## src/shared/rcl_pkg.sv

```systemverilog
//==========================================================
// reclocker control constants
`default_nettype none
package rcl_pkg;
    //======================================================
    // clock and acquisition timing
    localparam int CLK_MHZ = 125;
    localparam int ACQ_AUTO_TYP_MS = 10;
    localparam int ACQ_AUTO_MAX_MS = 16;
    localparam int ACQ_FIXED_TYP_MS = 1;
    localparam int ACQ_FIXED_MAX_MS = 6;
    localparam int ACQ_AUTO_CYC = ACQ_AUTO_TYP_MS * 1000 * CLK_MHZ;
    localparam int ACQ_FIXED_CYC = ACQ_FIXED_TYP_MS * 1000 * CLK_MHZ;
    localparam int ACQ_W = 21;
    //======================================================
    // rate codes of the rate choice pins
    localparam logic [1:0] RATE_AUTO = 2'h0;
    localparam logic [1:0] RATE_SD270 = 2'h1;
    localparam logic [1:0] RATE_HD = 2'h2;
    //======================================================
    // bit periods of the scaled serial model, in clock cycles
    localparam int RUN_W = 8;
    localparam logic [RUN_W-1:0] BIT_SD143 = 8'h15;
    localparam logic [RUN_W-1:0] BIT_SD270 = 8'h0B;
    localparam logic [RUN_W-1:0] BIT_HD = 8'h02;
    localparam logic [RUN_W-1:0] RUN_MAX = 8'hFF;
    localparam logic [RUN_W-1:0] LOSS_CYC = 8'h80;
    localparam logic [5:0] WIN_TRANS = 6'h3F;
    //======================================================
    // register map and events
    localparam logic [1:0] REG_STATUS = 2'h0;
    localparam logic [1:0] REG_MASK = 2'h1;
    localparam logic [1:0] REG_STATE = 2'h2;
    localparam int EV_W = 3;
    localparam int EV_LOCK_RISE = 0;
    localparam int EV_LOCK_FALL = 1;
    localparam int EV_UNSUP = 2;
    localparam logic [EV_W-1:0] MASK_RST = 3'h0;
    //======================================================
    // types
    typedef enum logic [2:0] {
        CLS_NONE, CLS_SD143, CLS_SD270, CLS_HD, CLS_BAD
    } rcl_class_t;
    typedef enum logic [1:0] {
        LK_IDLE, LK_ACQ, LK_LOCK
    } rcl_lock_t;
endpackage : rcl_pkg
`default_nettype wire

```

## src/rcl_reclocker.sv

```systemverilog
// Function
// - recognise and retime the 143, 270, 1483 and 1485 Mbps rates.
// - resample the chosen stream on the recovered bit clock when retiming.
// - route exactly one of four serial inputs to the retiming path.
// - input pick code is a binary index, 00 input zero to 11 three.
// - clock choose high gives bit clock, low gives data copy.
// - clock mode output rises once per data bit period.
// - clock rising edge lies 40 to 60 percent into the data bit.
// - silence input low mutes both serial outputs.
// - bypass with clock mode mutes the second output.
// - muted output holds true and complement legs opposite, static.
// - auto search mode raises lock within 16 ms, typically 10 ms.
// - fixed rate mode raises lock within 6 ms, typically 1 ms.
// - lock indicator high only with data present and loop locked.
// - bypass pin or unlocked or unsupported rate skips retiming.
// - rate choice 00 auto search, 01 fixes 270, 10 fixes HD.
//
// The implementer's own choices: strobed register access and the register offsets.
`timescale 1ns/100ps
`default_nettype none
module rcl_reclocker #(
    parameter int ACQ_AUTO = rcl_pkg::ACQ_AUTO_CYC,
    parameter int ACQ_FIXED = rcl_pkg::ACQ_FIXED_CYC
) (
    input wire logic CLOCK_I,
    input wire logic NRST_I,
    input wire logic [3:0] SERIAL_INPUTS_I,
    input wire logic INPUT_PICK_LSB_I,
    input wire logic INPUT_PICK_MSB_I,
    input wire logic CLOCK_OUT_CHOOSE_I,
    input wire logic OUT_SILENCE_N_I,
    input wire logic BYPASS_I,
    input wire logic [1:0] RATE_CHOICE_I,
    input wire logic [1:0] REG_ADDR_I,
    input wire logic [7:0] REG_WDATA_I,
    input wire logic REG_WR_I,
    input wire logic REG_RD_I,
    output logic [7:0] REG_RDATA_O,
    output logic IRQ_O,
    output logic PRIMARY_SERIAL_OUT_P_O,
    output logic PRIMARY_SERIAL_OUT_N_O,
    output logic SECOND_SERIAL_OUT_P_O,
    output logic SECOND_SERIAL_OUT_N_O,
    output logic LOCK_INDICATOR_O
);
    import rcl_pkg::*;

    //======================================================
    // helpers
    function automatic logic near(input logic [RUN_W-1:0] run,
                                  input logic [RUN_W-1:0] bitp);
        near = (run >= bitp - 8'h01) && (run <= bitp + 8'h01);
    endfunction : near

    function automatic rcl_class_t classify(input logic [RUN_W-1:0] r);
        if (near(r, BIT_HD)) begin
            classify = CLS_HD;
        end else if (near(r, BIT_SD270)) begin
            classify = CLS_SD270;
        end else if (near(r, BIT_SD143)) begin
            classify = CLS_SD143;
        end else begin
            classify = CLS_BAD;
        end
    endfunction : classify

    //======================================================
    // input pick and run measurement
    logic in_q, in_prev, edge_seen;
    logic [RUN_W-1:0] run_cnt, next_run_cnt;
    logic [RUN_W-1:0] run_len, next_run_len;
    logic [1:0] pick;
    logic present;

    assign pick = {INPUT_PICK_MSB_I, INPUT_PICK_LSB_I};
    assign edge_seen = in_q ^ in_prev;
    // a long quiet stretch means the source has gone away
    assign present = run_cnt < LOSS_CYC;

    always_comb begin
        next_run_cnt = run_cnt;
        next_run_len = run_len;
        if (edge_seen) begin
            // a run that began in silence is no bit and must not
            // set the shortest run, so it is held at the ceiling
            next_run_len = (run_cnt == RUN_MAX) ? RUN_MAX
                           : run_cnt + 8'h01;
            next_run_cnt = 8'h00;
        end else if (run_cnt != RUN_MAX) begin
            next_run_cnt = run_cnt + 8'h01;
        end
    end

    always_ff @(posedge CLOCK_I or negedge NRST_I) begin
        if (!NRST_I) begin
            in_q <= 1'b0;
            in_prev <= 1'b0;
            run_cnt <= RUN_MAX;
            run_len <= RUN_MAX;
        end else begin
            in_q <= SERIAL_INPUTS_I[pick];
            in_prev <= in_q;
            run_cnt <= next_run_cnt;
            run_len <= next_run_len;
        end
    end

    //======================================================
    // rate detection over a window of transitions
    // the shortest run in the window is taken as one bit period
    logic [RUN_W-1:0] min_run, next_min_run;
    logic [5:0] trans, next_trans;
    logic edge_d;
    rcl_class_t cls, next_cls;

    always_comb begin
        next_min_run = min_run;
        next_trans = trans;
        next_cls = cls;
        if (!present) begin
            next_cls = CLS_NONE;
            next_trans = 6'h00;
            next_min_run = RUN_MAX;
        end else if (edge_d) begin
            if (trans == WIN_TRANS) begin
                next_cls = classify(min_run);
                next_trans = 6'h00;
                next_min_run = run_len;
            end else begin
                next_trans = trans + 6'h01;
                if (run_len < min_run) begin
                    next_min_run = run_len;
                end
            end
        end
    end

    always_ff @(posedge CLOCK_I or negedge NRST_I) begin
        if (!NRST_I) begin
            min_run <= RUN_MAX;
            trans <= 6'h00;
            cls <= CLS_NONE;
            edge_d <= 1'b0;
        end else begin
            min_run <= next_min_run;
            trans <= next_trans;
            cls <= next_cls;
            edge_d <= edge_seen;
        end
    end

    //======================================================
    // lock acquisition
    rcl_lock_t lk, next_lk;
    logic [ACQ_W-1:0] acq, next_acq, acq_lim;
    logic mode_ok, lock_q, next_lock, unsup, next_unsup;

    always_comb begin
        case (RATE_CHOICE_I)
            RATE_AUTO: begin
                mode_ok = (cls == CLS_SD143) || (cls == CLS_SD270)
                          || (cls == CLS_HD);
            end
            RATE_SD270: begin
                mode_ok = cls == CLS_SD270;
            end
            RATE_HD: begin
                mode_ok = cls == CLS_HD;
            end
            default: begin
                mode_ok = 1'b0;
            end
        endcase
    end

    // fixed rates skip the search and so lock sooner
    assign acq_lim = (RATE_CHOICE_I == RATE_AUTO)
                     ? ACQ_W'(ACQ_AUTO - 1)
                     : ACQ_W'(ACQ_FIXED - 1);

    always_comb begin
        next_lk = lk;
        next_acq = acq;
        next_unsup = 1'b0;
        case (lk)
            LK_IDLE: begin
                next_acq = '0;
                if (edge_seen) begin
                    next_lk = LK_ACQ;
                end
            end
            LK_ACQ: begin
                if (!present) begin
                    next_lk = LK_IDLE;
                end else if (acq >= acq_lim) begin
                    next_acq = '0;
                    if (mode_ok) begin
                        next_lk = LK_LOCK;
                    end else begin
                        next_unsup = 1'b1;
                    end
                end else begin
                    next_acq = acq + ACQ_W'(1);
                end
            end
            LK_LOCK: begin
                if (!present || !mode_ok) begin
                    next_lk = LK_IDLE;
                end
            end
            default: begin
                next_lk = LK_IDLE;
            end
        endcase
        next_lock = next_lk == LK_LOCK;
    end

    always_ff @(posedge CLOCK_I or negedge NRST_I) begin
        if (!NRST_I) begin
            lk <= LK_IDLE;
            acq <= '0;
            lock_q <= 1'b0;
            unsup <= 1'b0;
        end else begin
            lk <= next_lk;
            acq <= next_acq;
            lock_q <= next_lock;
            unsup <= next_unsup;
        end
    end

    //======================================================
    // recovered bit clock and retiming
    // phase restarts on every transition, like a bang-bang loop
    logic [4:0] phase, next_phase, per, half;
    logic retimed, next_retimed;

    always_comb begin
        case (cls)
            CLS_SD143: per = BIT_SD143[4:0];
            CLS_SD270: per = BIT_SD270[4:0];
            default: per = BIT_HD[4:0];
        endcase
    end
    assign half = {1'b0, per[4:1]};

    always_comb begin
        next_retimed = retimed;
        if (edge_seen || phase == per - 5'h01) begin
            next_phase = 5'h00;
        end else begin
            next_phase = phase + 5'h01;
        end
        if (phase == half) begin
            next_retimed = in_q;
        end
    end

    always_ff @(posedge CLOCK_I or negedge NRST_I) begin
        if (!NRST_I) begin
            phase <= 5'h00;
            retimed <= 1'b0;
        end else begin
            phase <= next_phase;
            retimed <= next_retimed;
        end
    end

    //======================================================
    // output stage
    logic byp, data_bit, rclk, mute1, mute2, sec_bit;
    logic next_p1, next_n1, next_p2, next_n2;

    assign byp = BYPASS_I || !lock_q;
    assign data_bit = byp ? in_q : retimed;
    // retimed data moves at phase half+1, so the rise sits half a bit
    // later: phase 0 for odd periods, phase 1 for even ones
    assign rclk = per[0] ? (phase < half)
                  : (phase != 5'h00 && phase <= half);
    assign sec_bit = CLOCK_OUT_CHOOSE_I ? rclk : data_bit;
    assign mute1 = !OUT_SILENCE_N_I;
    assign mute2 = mute1 || (CLOCK_OUT_CHOOSE_I && byp);

    always_comb begin
        next_p1 = mute1 ? 1'b0 : data_bit;
        next_n1 = mute1 ? 1'b1 : !data_bit;
        next_p2 = mute2 ? 1'b0 : sec_bit;
        next_n2 = mute2 ? 1'b1 : !sec_bit;
    end

    always_ff @(posedge CLOCK_I or negedge NRST_I) begin
        if (!NRST_I) begin
            PRIMARY_SERIAL_OUT_P_O <= 1'b0;
            PRIMARY_SERIAL_OUT_N_O <= 1'b1;
            SECOND_SERIAL_OUT_P_O <= 1'b0;
            SECOND_SERIAL_OUT_N_O <= 1'b1;
            LOCK_INDICATOR_O <= 1'b0;
        end else begin
            PRIMARY_SERIAL_OUT_P_O <= next_p1;
            PRIMARY_SERIAL_OUT_N_O <= next_n1;
            SECOND_SERIAL_OUT_P_O <= next_p2;
            SECOND_SERIAL_OUT_N_O <= next_n2;
            LOCK_INDICATOR_O <= next_lock;
        end
    end

    //======================================================
    // registers and interrupt
    logic [EV_W-1:0] status, next_status, mask, next_mask, ev;
    logic [7:0] next_rdata;

    always_comb begin
        ev = '0;
        ev[EV_LOCK_RISE] = next_lock && !lock_q;
        ev[EV_LOCK_FALL] = !next_lock && lock_q;
        ev[EV_UNSUP] = unsup;
        next_mask = mask;
        next_rdata = 8'h00;
        // a new event in the clearing read survives the clear
        next_status = status | ev;
        if (REG_RD_I && REG_ADDR_I == REG_STATUS) begin
            next_status = ev;
        end
        if (REG_WR_I && REG_ADDR_I == REG_MASK) begin
            next_mask = REG_WDATA_I[EV_W-1:0];
        end
        if (REG_RD_I) begin
            case (REG_ADDR_I)
                REG_STATUS: next_rdata = {5'h00, status};
                REG_MASK: next_rdata = {5'h00, mask};
                REG_STATE: next_rdata = {2'h0, cls, byp, present, lock_q};
                default: next_rdata = 8'h00;
            endcase
        end
    end

    always_ff @(posedge CLOCK_I or negedge NRST_I) begin
        if (!NRST_I) begin
            status <= '0;
            mask <= MASK_RST;
            REG_RDATA_O <= 8'h00;
            IRQ_O <= 1'b0;
        end else begin
            status <= next_status;
            mask <= next_mask;
            REG_RDATA_O <= next_rdata;
            IRQ_O <= |(next_status & next_mask);
        end
    end
endmodule : rcl_reclocker
`default_nettype wire

```

## config.mk

```make
export PLATFORM = sky130hd
export DESIGN_NAME = rcl_reclocker
export DESIGN_NICKNAME = d
export VERILOG_FILES = /design/src/shared/rcl_pkg.sv /design/src/rcl_reclocker.sv
export SDC_FILE = /design/constraint.sdc
export NUM_CORES = 1
export LEC_CHECK = 0
export ABC_AREA = 1
export ABC_CLOCK_PERIOD_IN_PS = 2400
export BUFFER_PORTS_ARGS = -buffer_cell sky130_fd_sc_hd__clkbuf_2
export CAP_MARGIN = 0
export CELL_PAD_IN_SITES_DETAIL_PLACEMENT = 2
export CELL_PAD_IN_SITES_GLOBAL_PLACEMENT = 2
export CORE_ASPECT_RATIO = 1.4
export CORE_MARGIN = 3
export CORE_UTILIZATION = 37
export DETAILED_ROUTE_END_ITERATION = 7
export PLACE_DENSITY = 0.89
export SLEW_MARGIN = 20
export SYNTH_ARGS = -nofsm -noshare
export SYNTH_HDL_FRONTEND = slang
export SYNTH_SLANG_ARGS = --single-unit
```

## constraint.sdc

```tcl
create_clock -name CLOCK_I -period 2.4 [get_ports CLOCK_I]
set_input_delay 0.48 -clock CLOCK_I [delete_from_list [all_inputs] [get_ports CLOCK_I]]
set_output_delay 0.48 -clock CLOCK_I [all_outputs]
set_load 0.005 [all_outputs]
```

* After elaboration in Yosys (flattened, before gate mapping)
Index checks and enable logic that the tools add are counted.
** Word-level totals
- Memory bits (read-only) :: 0
- Bits of input ports :: 25
- RAM bits :: 0
- Memories kept :: 0
- Word-level logic and storage cells :: 139
- Flip-flop bits (word level) :: 86
- Latch bits :: 0
** Operators by class
- Bitwise gates (word level) :: 3
- Magnitude comparators :: 12
- Multiplexer cells :: 46
- Shifts and indexed selects :: 0
- Equality and inequality tests :: 19
- Multiply operators :: 0
- Reduce and logical (&&, ||, !) cells :: 32
- Add/subtract/negate cells :: 5
- Div/mod/pow operators :: 0
** Operators with widths (count)
- 21-bit two-way mux :: 3
- 8-bit two-way mux :: 7
- 21-bit case mux with 2 select lines :: 1
- 3-bit two-way mux :: 8
- 6-bit two-way mux :: 4
- 21-bit by 1-bit adder with 21-bit output (second input constant) :: 1
- 21-bit greater-or-equal comparator :: 1
- 6-bit case mux with 3 select lines :: 1
- 1-bit two-way mux :: 12
- 2-bit two-way mux :: 5
- 5-bit case mux with 2 select lines :: 1
- 1-bit logical AND :: 9
- 8-bit by 1-bit adder with 8-bit output (second input constant) :: 1
- 2-bit == test (second input constant) :: 4
- 8-bit == test (second input constant) :: 1
- 8-bit by 1-bit greater-or-equal comparator with 1-bit output (second input constant) :: 1
- 8-bit by 4-bit greater-or-equal comparator with 1-bit output (second input constant) :: 1
- 8-bit by 5-bit greater-or-equal comparator with 1-bit output (second input constant) :: 1
- 8-bit by 2-bit <= comparator with 1-bit output (second input constant) :: 1
- 8-bit by 4-bit <= comparator with 1-bit output (second input constant) :: 1
- 8-bit by 5-bit <= comparator with 1-bit output (second input constant) :: 1
- 8-bit less-than comparator :: 1
- 8-bit less-than comparator (second input constant) :: 1
- 8-bit != test (second input constant) :: 1
- 29 further kinds :: 49

* Longest topological paths before layout
Gate-level depths: netlist of the first run.
- Depth in word-level cells :: 15
- Gate-level depth with buffers :: 17

* Least setup slack after synthesis of the first run
Ideal clock, no wire load.
- Kind :: input-to-reg
- Start :: input RATE_CHOICE_I[0]
- End :: register lk[0]
- Stages on the path :: 15
- Required time :: 2.265 ns
- Setup time :: 0.135 ns
- Setup slack :: 0.297 ns
- Data arrival time :: 1.968 ns
- Buffers on the path :: 1
- Path through :: inv_1 -> nand2_1 -> ha_1 -> nand2_1 -> nor2_1 -> nand2_1 -> nor2_1 -> nand3_1 -> nand2_1 -> inv_2 -> nand2_4 -> nor2_8 -> inv_2 -> buf_6 -> o311ai_1
** On the way
- Longest elaborated chain between the ends :: 6
- Elaborated cells between the ends (all ways) :: 13
- Those cells by class :: order compare (1); eq/ne (2); mux (7); reduce/logical (3)
** Ends and longest elaborated chain
- start, declared :: RTL line rcl_reclocker.sv:33 : input wire logic [1:0] RATE_CHOICE_I,
- 2-bit zero test (tied with other cells) :: RTL line rcl_reclocker.sv:159, rcl_reclocker.sv:177
- 21-bit two-way mux or 1-bit case mux with 3 select lines (tied branches) :: RTL line rcl_reclocker.sv:178, rcl_reclocker.sv:159
- 21-bit greater-or-equal comparator (tied with other cells) :: RTL line rcl_reclocker.sv:195 : end else if (acq >= acq_lim) begin
- 2-bit two-way mux or 1-bit logical OR (tied branches) :: RTL line rcl_reclocker.sv:195, rcl_reclocker.sv:207
- 2-bit two-way mux, on equally long branches :: RTL line rcl_reclocker.sv:193, rcl_reclocker.sv:207
- 2-bit case mux with 3 select lines * :: RTL line rcl_reclocker.sv:185 : case (lk)
- net next_lk[0] :: RTL line rcl_reclocker.sv:154 : rcl_lock_t lk, next_lk;
- end signal, assigned :: RTL line rcl_reclocker.sv:225 : lk <= next_lk;
- end, declared :: RTL line rcl_reclocker.sv:154
Mark *: on every way through the listed nets, which the timed path passes. The rest lies on a longest branch.
A chain may end at the register's enable or synchronous reset.

* Worst setup path after layout of the first run
- Start :: register min_run[3]
- End :: register min_run[4]
** On the way
- Longest elaborated chain between the ends :: 3
** Ends and longest elaborated chain
- start, declared :: RTL line rcl_reclocker.sv:111 : logic [RUN_W-1:0] min_run, next_min_run;
- start signal, assigned :: RTL line rcl_reclocker.sv:145 : min_run <= next_min_run;
- 8-bit less-than comparator :: RTL line rcl_reclocker.sv:131 : if (run_len < min_run) begin
- 3-bit by 1-bit != test with 1-bit output (no source line)
- 2-bit AND reduction (no source line)
No other way between the ends.

==> summary.txt, run 1 <==
Synth
  – FF+latch count, synth: 84
  – Simple-gate share of the synthesized area: 0.231
  – Synth warnings: 0
  – Synth Area in Adders: 0.0585
  – Ys async rst share: 1.00
  – Number of flops mapped to enable cells by yosys: 0
  – Post-synth cell types: 50
  – Mapped Cells: 546
  – Seq/Total Area, Yosys: 0.454
  – Syn Area/Cell: 8.62 um2
  – Mapped Area: 0.00470 mm2
  – Xor/xnor share of the synthesized area: 0.0335
  – Post-synthesis mux area share: 0.00718
  – Synth Flop Type: dfrtp_1
  – Compound-Gate Fraction of Synth Area: 0.134
  – Main combinational cell family by area after synthesis: simple AND/OR/NAND/NOR gates

Layout
  – Final std cells w/o fill: 747
  – Design Area, Final: 0.00545 mm2
  – ANT cells: 0
  – Final core occ: 0.440
  – Synthesis-to-finish area growth: 15.8%
  – Share of cells above drive strength 1: 0.235
  – Nets@finish: 639
  – Fill cells: 1391

Run
  – Max Cap Viol: 0

CTS
  – CTS root buf: clkbuf_16
  – CTS sink count: 84
  – Clk pin slew, worst setup/hold paths: 0.07 ns
  – H-tree depth: 3
  – Total CTS buffers: 9
  – CTS max path bufs: 2
  – Clk_lat worst skew: 0.34 ns
  – Hold_buf cts: 0
  – Post-CTS Setup Bufs: 0
  – Clock tree from TritonCTS: done

Setup path
  – Reg2Reg Depth: 8
  – Worst r2r src: min_run[3]$_DFFE_PN1P_
  – CP required: 2.66 ns
  – Largest delay share family, worst path: compound AO/OA/AOI/OAI gates
  – Startpoint types: flop
  – R2r setup slk: 0.21 ns
  – FF-to-FF End: min_run[4]$_DFFE_PN1P_
  – Worst setup EP type: flop
  – CP Data Arrival Time: 2.44 ns
  – Crit-path max FO: 16
  – Crit-path max cell delay: 0.57 ns
  – CP Cell Sequence: inv_1 > ha_1 > a21oi_1 > a21oi_1 > o21ai_0 > nand2_2 > nor3_1 > a21oi_1
  – Slowest-stage cell, CP: dfstp_2
  – Buf+Inv Stages, Crit Path: 1
  – Crit Path Class: reg -> reg
  – Cell repeated most along the worst path: a21oi_1

Detailed routing
  – Antenna-violating nets left: 0
  – Drt first-iter violations: 117
  – Final wirelength: 14400 um
  – DRC: 0
  – DRT Pass-1 Iters: 5
  – Via density: 5.40
  – Vias: 4037
  – WL per Instance: 19.3 um

GRT
  – Total grt overflow: 0
  – GRT Total Usage: 0.220
  – Vias in the first global route: 4745
  – Initial antenna violation count: 0
  – Wire length of the first global-routing pass: 24400 um
  – Largest net degree at the start of global routing: 47

STA
  – Worst slew pin tran: 0.736 ns
  – Minimum clock period: 2.19 ns
  – Endpoints failing setup: 0
  – Setup TNS Final: 0 ns
  – Hold Violations, Final: 0
  – Max-slew headroom: 0.508
  – Max-slew violations: 0
  – Peak Freq: 458 MHz
  – Final worst clock skew: 0.00870 ns
  – Tcrit/Tclk final: 0.911
  – Unrepaired setup endpoints after global routing: no
  – Hold_ws: 0.107 ns

Place
  – PortBufs: 31
  – GP Congestion: 0.778
  – Final HPWL DP: 10600 um
  – Placed cell areas: 0.00513 mm2
  – Cells after DPL: 731

Floorplanning
  – # rows: 48
  – Die ar.: 0.0141 mm2
  – Die height: 139 um
  – Core region area: 0.0124 mm2
  – # IOs: 39
  – Starting density of the core: 0.380
  – Die width: 101 um

Hold path
  – Worst Hold Class: in -> async

Power
  – Power per standard cell area: 875 mW/mm2
  – Max rail drop VDD: 0.516 mV
  – Leakage power: 2.56 nW

Run status
  – Outcome: completed
[cell type report]
cell class	count	area [um2]	share of cell area
clock buffers	11	253	0.0464
well taps	150	188	0.0345
multi-input cells	367	2210	0.406
flip-flops and latches	84	2130	0.392
repair buffers	44	280	0.0514
clock inverters	5	60.1	0.0110
inverters	86	323	0.0593
[placed cells by master (no fill, tap or decap), types with 2 or more instances in the layout]
cell type,Yosys,final
nand2_1,78,76
inv_1,73,73
nor2_1,60,60
dfrtp_1,58,58
o21ai_0,39,39
nand3_1,30,30
clkbuf_2,0,30
dfstp_2,26,26
a21oi_1,24,23
ha_1,22,22
nor3_1,15,15
xor2_1,14,14
inv_2,13,13
buf_4,3,12
o22ai_2,9,9
clkbuf_16,0,9
a31oi_1,8,8
nand2_2,5,7
nand4_1,7,7
nor2_2,5,5
o22ai_1,5,5
xnor2_1,4,4
nor2_4,4,4
and3_1,3,3
mux2_2,3,3
o21ai_1,3,3
nor3_2,2,2
nand3_2,2,2
nand4_2,2,2
o211ai_1,2,2
nand3b_1,2,2
conb_1,1,2
clkinv_4,0,2
clkbuf_8,0,2
buf_12,0,2
[metrics by stage]
step	total power, mW	worst slack [ns]
floorplan	2.80	0.297
detailed placement	3.26	-0.213
finish	4.76	0.214
global route	5.09	0.0699
global placement	3.08	-0.0401
CTS	4.81	0.104
[logic make-up after synthesis]
kind of cell,after synthesis
fa+ha+maj,22
mux,3
compound gates,101
simple gates,221
buf+inv,96
flops,84
other cells,1
xor+xnor,18
[worst reg2reg max path, cell delays in order, from the launching register on]
cell and delay [ns]:
dfstp_2 0.57, inv_1 0.09, ha_1 0.31, a21oi_1 0.16
a21oi_1 0.10, o21ai_0 0.25, nand2_2 0.27, nor3_1 0.28
a21oi_1 0.09
[repair_timing]
action,CTS,global route
hold endpoints to repair,0,0
setup endpoints to repair,0,9
resized for setup,0,2
[report_power, final]
group | internal [mW] | leakage (nW) | switching, mW
registers | 1.78 | 1.04 | 0.256
clock network | 0.866 | 0.152 | 0.601
logic | 0.455 | 1.37 | 0.809
total | 3.10 | 2.56 | 1.67
[worst max path at each step]
stage / start / endpoint / slack, ns / cells past startpoint
global route: cls[2]$_DFFE_PN0P_ / SECOND_SERIAL_OUT_P_O$_DFF_PN0_ / 0.07 / 12
detailed placement: RATE_CHOICE_I[1] / IRQ_O$_DFF_PN0_ / -0.21 / 17
CTS: min_run[1]$_DFFE_PN1P_ / min_run[4]$_DFFE_PN1P_ / 0.10 / 10
global placement: RATE_CHOICE_I[0] / acq[5]$_DFFE_PN0P_ / -0.04 / 16
floorplan: RATE_CHOICE_I[0] / lk[0]$_DFF_PN0_ / 0.30 / 15
finish: min_run[3]$_DFFE_PN1P_ / min_run[4]$_DFFE_PN1P_ / 0.21 / 8
[sequential cells by signal (all words and copies together) (netlist names)]
register,cells
mask,3
LOCK_INDICATOR_O,1
trans,6
in_q,1
edge_d,1
REG_RDATA_O,6
status,3
acq,21
lk,2
min_run,8
PRIMARY_SERIAL_OUT_N_O,1
PRIMARY_SERIAL_OUT_P_O,1
retimed,1
SECOND_SERIAL_OUT_N_O,1
cls,3
in_prev,1
IRQ_O,1
run_cnt,8
run_len,8
SECOND_SERIAL_OUT_P_O,1
phase,5
unsup,1
[metal layers]
| layer | up-vias | wire (um) | global-route usage |
|---|---|---|---|
| li1 | 1886 | - | - |
| met2 | 50 | 8540 | 0.436 |
| met5 | - | 0 | 0 |
| met3 | 31 | 302 | 0.0396 |
| met4 | 0 | 374 | 0.0679 |
| met1 | 2070 | 5200 | 0.224 |
[synth_stat cells (all sizes together), types with 4 or more instances]
library cell / number / area, um2
xor2: 14 / 123
nor2: 70 / 322
clkbuf: 5 / 18.8
nand3: 33 / 188
ha: 22 / 275
nor3: 18 / 111
nand2: 84 / 335
buf: 5 / 38.8
inv: 86 / 323
dfstp: 26 / 683
o21ai: 43 / 219
a31oi: 8 / 50.1
a21oi: 24 / 120
dfrtp: 58 / 1450
o22ai: 14 / 144
nand4: 10 / 90.1
xnor2: 4 / 35.0
No activity file was read; power rests on OpenSTA's default activity.
==> run 2, diff against run 1 <==
- SETUP_SLACK_MARGIN: not set -> 0.5
==> run 2 against run 1 <==
  * Cell count is 8.7% higher
  * Fmax is 7.3% lower
  * Final area is 31% higher
  * Critical endpoint is now SECOND_SERIAL_OUT_P_O$_DFF_PN0_
  * Largest cell class unchanged
  * Largest power group is now combinational cells
==> summary.txt, run 2 (synthesis gave the netlist of run 1 again) <==
Run status
  – Outcome: completed

Floorplanning
  – Core region area: 0.0124 mm2
  – Starting density of the core: 0.380
  – # IOs: 39
  – Die width: 101 um
  – Die ar.: 0.0141 mm2
  – # rows: 48
  – Die height: 139 um

Setup path
  – Crit-path max FO: 3
  – Startpoint types: flop
  – Crit Path Class: reg -> reg
  – Crit-path max cell delay: 0.45 ns
  – Buf+Inv Stages, Crit Path: 4
  – CP required: 2.71 ns
  – CP Data Arrival Time: 2.67 ns
  – CP Cell Sequence: nor3_4 > inv_2 > ha_4 > inv_4 > nor2_4 > buf_6 > nand4_1 > o21ai_1 > a21oi_1 > nor2_1 > o21ai_2 > inv_1
  – Largest delay share family, worst path: simple AND/OR/NAND/NOR gates
  – Worst setup EP type: flop
  – Slowest-stage cell, CP: dfrtp_2

Layout
  – Top reg by flops: acq
  – Final core occ: 0.576
  – Synthesis-to-finish area growth: 51.4%
  – Design Area, Final: 0.00712 mm2
  – Commonest cells after routing, fill and taps aside: 59 x inv_1, 58 x nand2_1, 56 x buf_4, 51 x dfrtp_1, 48 x nor2_1
  – Nets@finish: 704
  – Share of cells above drive strength 1: 0.509
  – Commonest non-fill, non-tap cell in the layout: inv_1
  – Fill cells: 1166
  – ANT cells: 0
  – Final std cells w/o fill: 812
  – FF/Latch Area: 0.00215 mm2
  – Area of the multi-input gates: 0.00314 mm2
  – Max FFs per register: 21

STA
  – Worst slew pin tran: 0.780 ns
  – Max-slew headroom: 0.479
  – Unrepaired setup endpoints after global routing: yes
  – Minimum clock period: 2.36 ns
  – Hold_ws: 0.0656 ns
  – Final worst clock skew: 0.0168 ns
  – Max-slew violations: 0
  – Peak Freq: 424 MHz
  – Hold Violations, Final: 0
  – Endpoints failing setup: 0
  – Tcrit/Tclk final: 0.983

GRT
  – GRT Total Usage: 0.337
  – Initial antenna violation count: 0
  – Total grt overflow: 0
  – Vias in the first global route: 5472
  – Wire length of the first global-routing pass: 34600 um
  – Largest net degree at the start of global routing: 53

Place
  – GP Congestion: 0.797
  – PortBufs: 31
  – Placed cell areas: 0.00518 mm2
  – Final HPWL DP: 11000 um
  – Cells after DPL: 724

Run
  – Max Cap Viol: 0

Power
  – Leakage power: 3.05 nW
  – Power per standard cell area: 979 mW/mm2
  – Max rail drop VDD: 0.865 mV

CTS
  – Total CTS buffers: 9
  – Hold_buf cts: 0
  – H-tree depth: 3
  – CTS root buf: clkbuf_16
  – CTS max path bufs: 2
  – Clk pin slew, worst setup/hold paths: 0.08 ns
  – Clk_lat worst skew: 0.37 ns
  – Clock tree from TritonCTS: done
  – CTS sink count: 84

Detailed routing
  – WL per Instance: 35.3 um
  – Antenna-violating nets left: 0
  – Via density: 6.09
  – DRT Pass-1 Iters: 4
  – Drt first-iter violations: 306
  – Vias: 4942
  – Final wirelength: 28700 um
  – DRC: 0

Hold path
  – Worst Hold Class: in -> async
run 2: timing repair:
action	in CTS	in global routing
gates cloned	2	0
buffers inserted	30	40
resized for setup	112	124
pin swaps	37	53
endpoints found under the setup margin	60	63
run 2: power by group:
group | switching (mW) | internal (mW) | leakage (nW)
Sequential | 0.429 | 1.78 | 1.03
Clock | 0.734 | 1.13 | 0.174
Combinational | 1.73 | 1.17 | 1.86
Total | 2.90 | 4.08 | 3.05
run 2: final cells by class:
cell class	instances	area share
inverter	86	0.0529
multi-input combinational	367	0.441
clock inverter	5	0.0176
tap	150	0.0264
clock buffer	11	0.0327
timing repair buffer	109	0.128
sequential	84	0.301
run 2: stage by stage:
| step | setup WS [ns] | TNS [ns] | power [mW] |
|---|---|---|---|
| after floorplan | 0.495 | 0 | 2.82 |
| after global placement | 0.0413 | 0 | 3.10 |
| after detailed placement | -0.196 | -1.15 | 3.26 |
| after CTS | 0.233 | 0 | 5.78 |
| after global routing | -0.0230 | -0.0230 | 7.11 |
| final | 0.0413 | 0 | 6.97 |
run 2: final timing paths:
path | from | slack, ns | to | cells after the start
setup / recovery | cls[2]$_DFFE_PN0P_ | 0.04 | SECOND_SERIAL_OUT_P_O$_DFF_PN0_ | 12
max in group asynchronous | NRST_I | 1.57 | run_len[7]$_DFFE_PN1N_ | 2
hold reg to reg | in_q$_DFF_PN0_ | 0.47 | in_prev$_DFF_PN0_ | 0
min in group CLOCK_I | SERIAL_INPUTS_I[0] | 0.36 | in_q$_DFF_PN0_ | 3
setup reg to reg | cls[2]$_DFFE_PN0P_ | 0.04 | SECOND_SERIAL_OUT_P_O$_DFF_PN0_ | 12
hold / removal | NRST_I | 0.07 | acq[20]$_DFFE_PN0P_ | 1
run 2: routing by layer:
layer / vias up / wire, um / track usage
li1: 2032 / - / -
met5: - / 0 / 0
met3: 156 / 1050 / 0.0672
met2: 209 / 15300 / 0.625
met1: 2545 / 9730 / 0.318
met4: 0 / 2650 / 0.232
